$ cat config.mk
export PLATFORM = sky130hd
export DESIGN_NAME = ivlm_top
export DESIGN_NICKNAME = d
export VERILOG_FILES = /design/src/design/ivlm_pkg.sv /design/src/design/ivlm_prio_pick.sv /design/src/design/ivlm_top.sv
export VERILOG_INCLUDE_DIRS = /design/src /design/src/design
export SDC_FILE = /design/constraint.sdc
export NUM_CORES = 1
export LEC_CHECK = 0
export BUFFER_PORTS_ARGS = -buffer_cell sky130_fd_sc_hd__buf_2
export CAP_MARGIN = 20
export CORE_MARGIN = 10
export CORE_UTILIZATION = 55
export CTS_BUF_LIST = sky130_fd_sc_hd__clkbuf_8
export DETAILED_ROUTE_END_ITERATION = 16
export PLACE_DENSITY = 0.87
export SLEW_MARGIN = 20
export SYNTH_ARGS = -nofsm -noshare
export SYNTH_HDL_FRONTEND = slang
export SYNTH_SLANG_ARGS = --single-unit
$ cat constraint.sdc
create_clock -name i_clk -period 3.4 [get_ports i_clk]
set_clock_uncertainty 0.15 [all_clocks]
set_input_delay 0.17 -clock i_clk [delete_from_list [all_inputs] [get_ports i_clk]]
set_output_delay 0.17 -clock i_clk [all_outputs]
set_load 0.02 [all_outputs]
$ cat src/design/ivlm_defs.svh
/*
 Constants of the interrupt vector and level map: vector numbers, level
 values, table offsets and the resource-number mask.
 Assumes inclusion by bare name from the package and the modules.
*/
// Contract
// - Each vector word sits at the table base plus an offset that starts at 3fc for vector 0 and falls by 4 per vector.
// - Internal bus diagnosis error, RAM double-bit errors and protection_unit violation raise vector 15 at fixed level 15.
// - CPU exceptions take fixed vectors 5, 6, 7, 8, 9 (debug_trap_instruction), 10 and 14 with no programmable level.
// - Vectors from 16 up take their level from interrupt_level_reg number vector-16; serial ch0 rx/status is 20, tx is 21.
// - Second CAN and all RAM/backup RAM diagnosis requests merge onto vector 35, which has no dma_resource_number.
// - External interrupts 8 to 15 and external low-voltage detection raise vector 17 on level register 1.
// - Zero detection or compare clear of free-running timer 0 raises vector 39 with dma_resource_number 23.
// - output_compare_unit 6/7/10/11 match raises vector 58 (resource 42); units 8/9 raise vector 59 (resource 43).
// - No DMA request is issued for a source that has no dma_resource_number.
// - Serial status and I2C reception requests never start a DMA transfer.
`ifndef IVLM_DEFS_SVH
`define IVLM_DEFS_SVH

`define IVLM_NUM_LVL      48
`define IVLM_TBL_TOP_OFS  10'h3fc
`define IVLM_VEC_LVL_BASE 8'h10
`define IVLM_VEC_NMI      8'h0f
`define IVLM_LVL_NMI      5'h0f
`define IVLM_LVL_NONE     5'h00
`define IVLM_LVL_MASKED   5'h1f
`define IVLM_VEC_FPU      8'h05
`define IVLM_VEC_IPROT    8'h06
`define IVLM_VEC_DPROT    8'h07
`define IVLM_VEC_DACCERR  8'h08
`define IVLM_VEC_DBGTRAP  8'h09
`define IVLM_VEC_IBRK     8'h0a
`define IVLM_VEC_INVALID  8'h0e
`define IVLM_VEC_SW_INT   8'h42
`define IVLM_IDX_EXT_HI   1
`define IVLM_IDX_SIO0_RX  4
`define IVLM_IDX_CAN1_RAM 19
`define IVLM_IDX_FRT0     23
`define IVLM_IDX_CMP_A    42
`define IVLM_IDX_CMP_B    43
`define IVLM_DMA_RES_MASK 48'h3fff_ff83_ffff

`endif

$ cat src/design/ivlm_pkg.sv
/*
 Types shared by the vector map modules.
 Assumes the constants header sits beside it.
*/
`include "ivlm_defs.svh"

package ivlm_pkg;
  typedef logic [7:0] ivlm_vec_t;
  typedef logic [4:0] ivlm_lvl_t;
  typedef enum logic [1:0] {
    IVLM_SRC_NONE,
    IVLM_SRC_EXC,
    IVLM_SRC_NMI,
    IVLM_SRC_LVL
  } ivlm_src_t;
endpackage

$ cat src/design/ivlm_prio_pick.sv
/*
 Picks the pending leveled vector with the smallest level value.
 Assumes pending bits and levels come from logic on the same clock.
*/
`timescale 1ns/1ps
`include "ivlm_defs.svh"

module ivlm_prio_pick
  import ivlm_pkg::*;
#(
  parameter int N  = 48,
  parameter int IW = $clog2(N)
) (
  input  wire logic [N-1:0]   i_pend,
  input  wire logic [N*5-1:0] i_levels,
  output logic                o_any,
  output logic [IW-1:0]       o_idx,
  output ivlm_lvl_t           o_level
);

  // Index must be wide enough to name every pending bit
  if (N < 2 || IW < $clog2(N)) begin : g_bad_param
    $error("ivlm_prio_pick: IW too narrow for N");
  end

  // Strict compare keeps the lower vector on a tie; level 1f never wins
  always_comb begin
    o_any   = 1'b0;
    o_idx   = '0;
    o_level = `IVLM_LVL_MASKED;
    for (int i = 0; i < N; i++) begin
      if (i_pend[i] && (i_levels[i*5 +: 5] < o_level)) begin
        o_any   = 1'b1;
        o_idx   = IW'(i);
        o_level = i_levels[i*5 +: 5];
      end
    end
  end

endmodule

$ cat src/design/ivlm_top.sv
/*
 Interrupt vector and level map: merges source requests onto vectors,
 picks the vector to present, computes its table address and raises DMA
 requests by resource number.
 Assumes every request input is a level from logic on the same clock and
 that the table base and level values are held by the CPU side.
*/
`timescale 1ns/1ps
`include "ivlm_defs.svh"

module ivlm_top
  import ivlm_pkg::*;
#(
  parameter int NUM_LVL = `IVLM_NUM_LVL
) (
  input  wire logic                 i_clk,
  input  wire logic                 i_rst,
  input  wire logic [31:0]          i_vector_table_base,
  input  wire logic [NUM_LVL*5-1:0] i_interrupt_level_reg,
  input  wire logic [NUM_LVL-1:0]   i_periph_req,
  input  wire logic [3:0]           i_nmi_src,
  input  wire logic [6:0]           i_cpu_exc,
  input  wire logic [7:0]           i_ext_hi_req,
  input  wire logic                 i_ext_lvd_req,
  input  wire logic [6:0]           i_sio_status_req,
  input  wire logic [5:0]           i_ram_diag_req,
  input  wire logic                 i_frt0_zero,
  input  wire logic                 i_frt0_clr,
  input  wire logic [3:0]           i_cmp_a_match,
  input  wire logic [1:0]           i_cmp_b_match,
  output logic                      o_irq_valid,
  output ivlm_vec_t                 o_irq_vector,
  output ivlm_lvl_t                 o_irq_level,
  output logic [31:0]               o_irq_addr,
  output logic                      o_nmi,
  output logic                      o_exception,
  output logic [NUM_LVL-1:0]        o_vec_pending,
  output logic [NUM_LVL-1:0]        o_dma_req
);

  localparam int IW = $clog2(NUM_LVL);

  // Source indices below are fixed to this vector map
  if (NUM_LVL != `IVLM_NUM_LVL) begin : g_bad_num
    $error("ivlm_top: NUM_LVL must be 48");
  end

  ////////////////////////////////////////////////////////////////////////////
  // Decoding

  function automatic logic [31:0] vec_addr(input logic [31:0] base, input ivlm_vec_t vec);
    logic [9:0] ofs;
    ofs = `IVLM_TBL_TOP_OFS - {vec, 2'b00};
    return base + {22'h0, ofs};
  endfunction

  function automatic ivlm_vec_t exc_vec(input logic [6:0] exc);
    ivlm_vec_t v;
    v = `IVLM_VEC_INVALID;
    for (int i = 6; i >= 0; i--) begin
      if (exc[i]) begin
        case (i)
          0:       v = `IVLM_VEC_FPU;
          1:       v = `IVLM_VEC_IPROT;
          2:       v = `IVLM_VEC_DPROT;
          3:       v = `IVLM_VEC_DACCERR;
          4:       v = `IVLM_VEC_DBGTRAP;
          5:       v = `IVLM_VEC_IBRK;
          default: v = `IVLM_VEC_INVALID;
        endcase
      end
    end
    return v;
  endfunction

  ////////////////////////////////////////////////////////////////////////////
  // Merge of shared sources

  logic [NUM_LVL-1:0] pend_comb;
  logic [NUM_LVL-1:0] dma_src;

  always_comb begin
    pend_comb = i_periph_req;
    dma_src   = i_periph_req;
    pend_comb[`IVLM_IDX_EXT_HI]   = i_periph_req[`IVLM_IDX_EXT_HI] | (|i_ext_hi_req) | i_ext_lvd_req;
    dma_src[`IVLM_IDX_EXT_HI]     = i_periph_req[`IVLM_IDX_EXT_HI] | (|i_ext_hi_req);
    pend_comb[`IVLM_IDX_CAN1_RAM] = i_periph_req[`IVLM_IDX_CAN1_RAM] | (|i_ram_diag_req);
    pend_comb[`IVLM_IDX_FRT0]     = i_periph_req[`IVLM_IDX_FRT0] | i_frt0_zero | i_frt0_clr;
    dma_src[`IVLM_IDX_FRT0]       = pend_comb[`IVLM_IDX_FRT0];
    pend_comb[`IVLM_IDX_CMP_A]    = i_periph_req[`IVLM_IDX_CMP_A] | (|i_cmp_a_match);
    dma_src[`IVLM_IDX_CMP_A]      = pend_comb[`IVLM_IDX_CMP_A];
    pend_comb[`IVLM_IDX_CMP_B]    = i_periph_req[`IVLM_IDX_CMP_B] | (|i_cmp_b_match);
    dma_src[`IVLM_IDX_CMP_B]      = pend_comb[`IVLM_IDX_CMP_B];
    // Status shares the rx vector but stays off the DMA path
    for (int k = 0; k < 7; k++) begin
      pend_comb[`IVLM_IDX_SIO0_RX + 2*k] = i_periph_req[`IVLM_IDX_SIO0_RX + 2*k] | i_sio_status_req[k];
    end
  end

  ////////////////////////////////////////////////////////////////////////////
  // Selection

  logic          pick_any;
  logic [IW-1:0] pick_idx;
  ivlm_lvl_t     pick_level;

  ivlm_prio_pick #(
    .N  (NUM_LVL),
    .IW (IW)
  ) u_pick (
    .i_pend   (pend_comb),
    .i_levels (i_interrupt_level_reg),
    .o_any    (pick_any),
    .o_idx    (pick_idx),
    .o_level  (pick_level)
  );

  ivlm_src_t          src_next;
  logic               valid_next;
  logic               valid_reg;
  logic               nmi_next;
  logic               nmi_reg;
  logic               exc_next;
  logic               exc_reg;
  ivlm_vec_t          vec_next;
  ivlm_vec_t          vec_reg;
  ivlm_lvl_t          lvl_next;
  ivlm_lvl_t          lvl_reg;
  logic [31:0]        addr_next;
  logic [31:0]        addr_reg;
  logic [NUM_LVL-1:0] pend_reg;
  logic [NUM_LVL-1:0] dma_next;
  logic [NUM_LVL-1:0] dma_reg;

  // Exceptions first, then the non-maskable vector, then leveled ones
  always_comb begin
    if (|i_cpu_exc) begin
      src_next = IVLM_SRC_EXC;
      vec_next = exc_vec(i_cpu_exc);
      lvl_next = `IVLM_LVL_NONE;
    end else if (|i_nmi_src) begin
      src_next = IVLM_SRC_NMI;
      vec_next = `IVLM_VEC_NMI;
      lvl_next = `IVLM_LVL_NMI;
    end else if (pick_any) begin
      src_next = IVLM_SRC_LVL;
      vec_next = `IVLM_VEC_LVL_BASE + 8'(pick_idx);
      lvl_next = pick_level;
    end else begin
      src_next = IVLM_SRC_NONE;
      vec_next = 8'h00;
      lvl_next = `IVLM_LVL_NONE;
    end
    // Class flags are registered so every output leaves a flip-flop
    valid_next = (src_next != IVLM_SRC_NONE);
    nmi_next   = (src_next == IVLM_SRC_NMI);
    exc_next   = (src_next == IVLM_SRC_EXC);
    addr_next = vec_addr(i_vector_table_base, vec_next);
    dma_next  = dma_src & `IVLM_DMA_RES_MASK;
  end

  always_ff @(posedge i_clk or posedge i_rst) begin
    if (i_rst) begin
      valid_reg <= 1'b0;
      nmi_reg   <= 1'b0;
      exc_reg   <= 1'b0;
      vec_reg  <= 8'h00;
      lvl_reg  <= 5'h00;
      addr_reg <= 32'h0000_0000;
      pend_reg <= '0;
      dma_reg  <= '0;
    end else begin
      valid_reg <= valid_next;
      nmi_reg   <= nmi_next;
      exc_reg   <= exc_next;
      vec_reg  <= vec_next;
      lvl_reg  <= lvl_next;
      addr_reg <= addr_next;
      pend_reg <= pend_comb;
      dma_reg  <= dma_next;
    end
  end

  assign o_irq_valid   = valid_reg;
  assign o_nmi         = nmi_reg;
  assign o_exception   = exc_reg;
  assign o_irq_vector  = vec_reg;
  assign o_irq_level   = lvl_reg;
  assign o_irq_addr    = addr_reg;
  assign o_vec_pending = pend_reg;
  assign o_dma_req     = dma_reg;

  ////////////////////////////////////////////////////////////////////////////
  // Checks

  a_addr_offset: assert property (@(posedge i_clk) disable iff (i_rst)
    !$past(i_rst) && o_irq_valid |->
      o_irq_addr == $past(i_vector_table_base) + {22'h0, 10'h3fc - {o_irq_vector, 2'b00}})
    else $error("vector address does not match base and offset");

  a_nmi_fixed: assert property (@(posedge i_clk) disable iff (i_rst)
    !$past(i_rst) && $past(|i_nmi_src) && !$past(|i_cpu_exc) |->
      o_nmi && o_irq_vector == 8'h0f && o_irq_level == 5'h0f)
    else $error("non-maskable vector or level wrong");

  a_exc_invalid: assert property (@(posedge i_clk) disable iff (i_rst)
    !$past(i_rst) && $past(i_cpu_exc) == 7'h40 |-> o_exception && o_irq_vector == 8'h0e)
    else $error("invalid instruction vector wrong");

  a_exc_dbgtrap: assert property (@(posedge i_clk) disable iff (i_rst)
    !$past(i_rst) && $past(i_cpu_exc) == 7'h10 |-> o_irq_vector == 8'h09 && o_irq_level == 5'h00)
    else $error("debug trap vector wrong");

  a_sio0_share: assert property (@(posedge i_clk) disable iff (i_rst)
    !$past(i_rst) && $past(i_sio_status_req[0]) |-> o_vec_pending[4])
    else $error("serial ch0 status not on vector 20");

  a_can_ram_merge: assert property (@(posedge i_clk) disable iff (i_rst)
    !$past(i_rst) && $past(|i_ram_diag_req) |-> o_vec_pending[19] && !o_dma_req[19])
    else $error("RAM diagnosis merge on vector 35 wrong");

  a_lvd_vec17: assert property (@(posedge i_clk) disable iff (i_rst)
    !$past(i_rst) && $past(i_ext_lvd_req) |-> o_vec_pending[1])
    else $error("low-voltage request not on vector 17");

  a_frt0_dma: assert property (@(posedge i_clk) disable iff (i_rst)
    !$past(i_rst) && $past(i_frt0_zero || i_frt0_clr) |-> o_dma_req[23] && o_vec_pending[23])
    else $error("timer 0 request missing on resource 23");

  a_cmp_dma: assert property (@(posedge i_clk) disable iff (i_rst)
    !$past(i_rst) && $past(|i_cmp_b_match) |-> o_dma_req[43] && o_vec_pending[43])
    else $error("compare 8/9 request missing on resource 43");

  a_no_res_dma: assert property (@(posedge i_clk) disable iff (i_rst)
    (o_dma_req & ~48'h3fff_ff83_ffff) == 48'h0)
    else $error("DMA request on vector without resource number");

  a_status_no_dma: assert property (@(posedge i_clk) disable iff (i_rst)
    !$past(i_rst) && $past(i_sio_status_req[0] && !i_periph_req[4]) |-> !o_dma_req[4])
    else $error("serial status started DMA");

  a_merge_release: assert property (@(posedge i_clk) disable iff (i_rst)
    !$past(i_rst) && $past(!i_periph_req[19] && i_ram_diag_req == 6'h00) |-> !o_vec_pending[19])
    else $error("vector 35 pending with no source");

endmodule

==> key figures, run 1 <==
Placement
  – IO buf count: around 500
  – Placed cells: between 4000 and 5000
  – DP HPWL: roughly 88 mm
  – Placer Congestion: 1.06

Synth
  – Mapped Area: ~17000 sq um
  – Largest family of logic cells by synthesized area: compound AO/OA/AOI/OAI gates
  – Sequential element share of the synthesized area: between 10% and 20%
  – Synth Area in Compound Gates: roughly 36%
  – Main synth FF type: dfrtp_1
  – Synth Register Bits: between 100 and 150
  – XOR/XNOR Fraction of Synth Area: 2.07%
  – Share of flip-flops with an asynchronous set or reset: 100%
  – Simple-Gate Fraction of Synth Area: between 20% and 30%
  – Post-synth EDFFs: 0
  – Post-Synth Adder-Cell Area: 9.30%
  – Yosys warning total: 0
  – Post-Synthesis Cells: roughly 2200
  – Multiplexer share of the synthesized area: 6.15%
  – Syn_area_per_cell: 7.61 sq um
  – Yosys cell types: between 100 and 150

CTS
  – CTS Buffer Depth: 2
  – Htree depth: 3
  – Setup Fix Bufs, Post-CTS: ~220
  – Post-CTS resize count: roughly 320
  – Cts hold-fix bufs: 87
  – Root Buffer Master: clkbuf_8
  – TritonCTS sink count: roughly 100
  – Num CTS Buffers: 9

Run status
  – Status: stopped before the end
  – Err: [ERROR DPL-0038] Utilization greater than 100%, impossible to legalize
  – Failing step: 4_1_cts

Floorplan
  – Die height: between 150 and 200 microns
  – Starting Density: ~55%
  – Io pins: 507
  – Row count: between 60 and 70
  – Die Wd: 195 microns
## synth_stat cells, drive strengths merged (10+ instances only)
cell type    n  area share, %
o211ai      29            1.6
o31a        11           0.57
a311o       10           0.59
a221oi      16            1.0
mux2        42            2.9
xor2        12           0.62
nor4        16           0.63
nor2       210            4.7
xnor2       27            1.4
a31oi       42            2.0
o21a        35            1.6
and2        30            1.1
a2111oi     16            1.1
dfrtp      103             15
a211o       18           0.93
a21boi      13           0.67
a21o        35            1.6
inv        161            3.6
a31o        22            1.1
o31ai       21            1.2
ha          91            6.7
a21oi      166            5.3
o221ai      11           0.65
o22ai       27            1.1
and3        20           0.74
clkbuf      18           0.40
mux2i       50            3.2
maj3        41            2.4
nor3        48            1.5
o21ai      143            4.4
o2111ai     13           0.71
or2         40            1.5
o211a       15           0.89
a211oi      39            2.1
a311oi      10           0.70
nand3b      14           0.62
nand3       65            1.9
or3         29            1.2
nand4       18           0.67
nor2b       30            1.1
nand2      185            4.1
buf         63            2.6
nand2b      60            2.2
or4         11           0.53
## through the flow
stage                     utilization (%)  instance area [sq um]  hold slack [ns]  setup slack, ns
after global placement               92.2                  28100            0.131           -58.06
after floorplan                         -                  18200           0.0514           -60.08
after detailed placement             92.2                  28100            0.129           -64.97
## cell families after synthesis
kind of cell    Yosys count
buf+inv                 242
compound gates          803
other cells               1
mux                      92
fa+ha+maj               133
flops                   103
simple gates            805
xor+xnor                 39
==> run 2, diff against run 1 <==
Settings changed: CORE_UTILIZATION 55 to 40, CTS_BUF_LIST sky130_fd_sc_hd__clkbuf_8 to unset, PLACE_DENSITY 0.87 to unset, PLACE_DENSITY_LB_ADDON set to 0.15.
==> run 2 against run 1 <==
The flow now finishes, with violations (setup timing); area after synthesis unchanged; synthesized cell count unchanged.
==> key figures, run 2 <==
Synth
  – Yosys top cell by area: dfrtp_1
  – Sequential element share of the synthesized area: between 10% and 20%
  – Yosys warning total: 0
  – Synth top area cells: dfrtp_1, ha_1, a21oi_1
  – Post-synth EDFFs: 0
  – Post-synth top cells: nor2_1, nand2_1, inv_1
  – Yosys cell types: 136
  – Post-Synthesis Cells: 2218
  – Most frequent cell after synthesis: nor2_1
  – Post-synth top area share: roughly 15%
  – Main synth FF type: dfrtp_1
  – Synth Register Bits: 103
  – Syn_area_per_cell: ~7.6 sq um
  – Share of flip-flops with an asynchronous set or reset: 100%
  – Mapped Area: between 15000 and 20000 sq um

CTS
  – Num CTS Buffers: 9
  – Root Buffer Master: clkbuf_16
  – CTS tree: built
  – CTS Buffer Depth: 2
  – Htree depth: 3
  – TritonCTS sink count: ~100
  – Clock-pin slew on the worst setup and hold paths: about 0.09 ns

Critical path
  – Setup CP Type: input pin to register
  – Slowest cell on crit path: or4_4
  – Arrival @ worst endpoint: 63.49 ns
  – Req. time, crit path: about 3.6 ns
  – CP startpoint kind: input pin
  – Crit. End Element: register
  – Critical path's largest stage delay: ~0.53 ns
  – Critical Path Most Common Cell: ha_4
  – CP max FO: 7

Global routing
  – Tot GR Track Use: around a third
  – Initial antenna violation count: 27
  – GRT overflow: 0
  – Global-route wire length before repair: between 100 and 150 mm
  – Largest net degree at the start of global routing: 56
  – Number of global-route vias before repair: ~26000

Timing
  – Hold Fails Final Rpt: 0
  – Hold slack: roughly 0.04 ns
  – Period utilization: 1860%
  – Final Max Tran Viols: 0
  – Setup WS post-layout: -59.92 ns
  – Min Clock Period, post-route: roughly 63 ns
  – Max-slew headroom: about 51%
  – Worst-Margin Slew: 0.734 ns
  – Final setup viols: 43
  – RSZ-0062 raised after global routing: true
  – Maximum clock rate: 0.0158 GHz

Floorplan
  – Placeable Area: about 42000 sq um
  – Die Wd: 225 microns
  – Die ar.: about 50000 sq um
  – Starting Density: approximately 40%
  – Die height: 225 microns
  – Row count: 75
  – Io pins: about 510

Detailed routing
  – 1st-iter DRT viols: approximately 1900
  – WL per Instance: 20.1 microns
  – Post-route ant nets: 0
  – Wirelength, routed: just over 90 mm
  – DR vias/cell: between 5 and 6
  – # DRC: 0
  – DRT Pass-1 Iters: 5
  – Vias after detailed routing: 25784

Worst hold path
  – HP Class: input pin to register
  – Cells on Worst Hold Path: 3
  – HP Start: i_ext_lvd_req
  – Hold Path End: o_vec_pending[1]

Run
  – Max-cap violations: 0

Finish
  – Finished Core Util: around four fifths
  – Area Growth Syn to Fin: 94.4%
  – Max reg flops: between 40 and 50
  – Post-route cell area: about 33000 sq um
  – Commonest non-fill, non-tap cell in the layout: buf_4
  – Most frequent cells in the layout: buf_4, buf_2, nor2_1
  – Layout cells sized above 1: 58.5%
  – # fillers: ~2900
  – Nets: 4432

Placement
  – Area after DPL: ~28000 sq um
  – Placer Congestion: between 0.9 and 1
  – DP HPWL: between 60 and 70 mm
  – IO buf count: ~500

Run status
  – Status: complete, but fails checks
  – Failing checks: setup timing
[run 2: final cells by class]
type                    instances  area (sq um)  share of cell area (%)
diodes                         17          42.5                   0.130
clock buffers                   9           225                   0.686
clock inverters                 7          78.8                   0.240
inverters                     161           634                    1.93
multi-input cells            1880         15800                    48.3
flip-flops and latches        103          2580                    7.85
well taps                     539           674                    2.06
repair buffers               1822         12700                    38.8
[run 2: critical path: cells and delay by family]
kind	cells	cell delay (ns)
compound gates	143	23.22
xor+xnor	1	0.21
fa+ha+maj	52	12.69
buf+inv	62	6.33
mux	22	5.42
simple gates	101	15.24
[run 2: stage by stage]
stage,instances,TNS [ns],worst slack (ns)
floorplan,2225,-2548.22,-60.08
global placement,4164,-2483.41,-58.78
CTS,4420,-2491.66,-58.82
global route,4535,-2663.52,-62.87
finish,4538,-2539.53,-59.92
detailed placement,4164,-2567.44,-60.72
[run 2: per-layer routing]
metal | track usage, % | share of wire, % | vias to the layer above
met3 | 6.62 | 7.3 | 319
met2 | 56.9 | 49 | 1153
met1 | 35.0 | 38 | 12355
met5 | 0 | 0.13 | -
met4 | 15.2 | 5.2 | 18
li1 | - | - | 11939
[run 2: cells by family after synthesis]
| family | count (synthesis) | share of synthesized area [%] |
|---|---|---|
| buf+inv | 242 | 6.63 |
| compound gates | 803 | 36.2 |
| flops | 103 | 15.3 |
| xor+xnor | 39 | 2.07 |
| simple gates | 805 | 24.3 |
| mux | 92 | 6.15 |
| other cells | 1 | 0.0222 |
| fa+ha+maj | 133 | 9.30 |
[run 2: how the worst max path moves through the flow]
stage | cells past startpoint | from | endpoint
after global routing | 379 | i_periph_req[0] | o_irq_addr[29]
after floorplan | 386 | i_periph_req[0] | o_irq_addr[28]
after detailed placement | 375 | i_periph_req[0] | o_irq_addr[29]
final | 381 | i_periph_req[0] | o_irq_addr[19]
after global placement | 368 | i_periph_req[0] | o_irq_addr[29]
after CTS | 375 | i_periph_req[0] | o_irq_addr[29]
[run 2: timing repair]
action | in CTS | in global routing
buffers inserted | 153 | 107
pin swaps | 147 | 262
hold buffers | 87 | 0
gates resized for setup | 99 | 208
setup endpoints to repair | 43 | 43
hold endpoints to repair | 134 | 0
Power of run 2 is not shown: default switching activity piles up to over one toggle a cycle in this logic, so the estimate is an artifact.
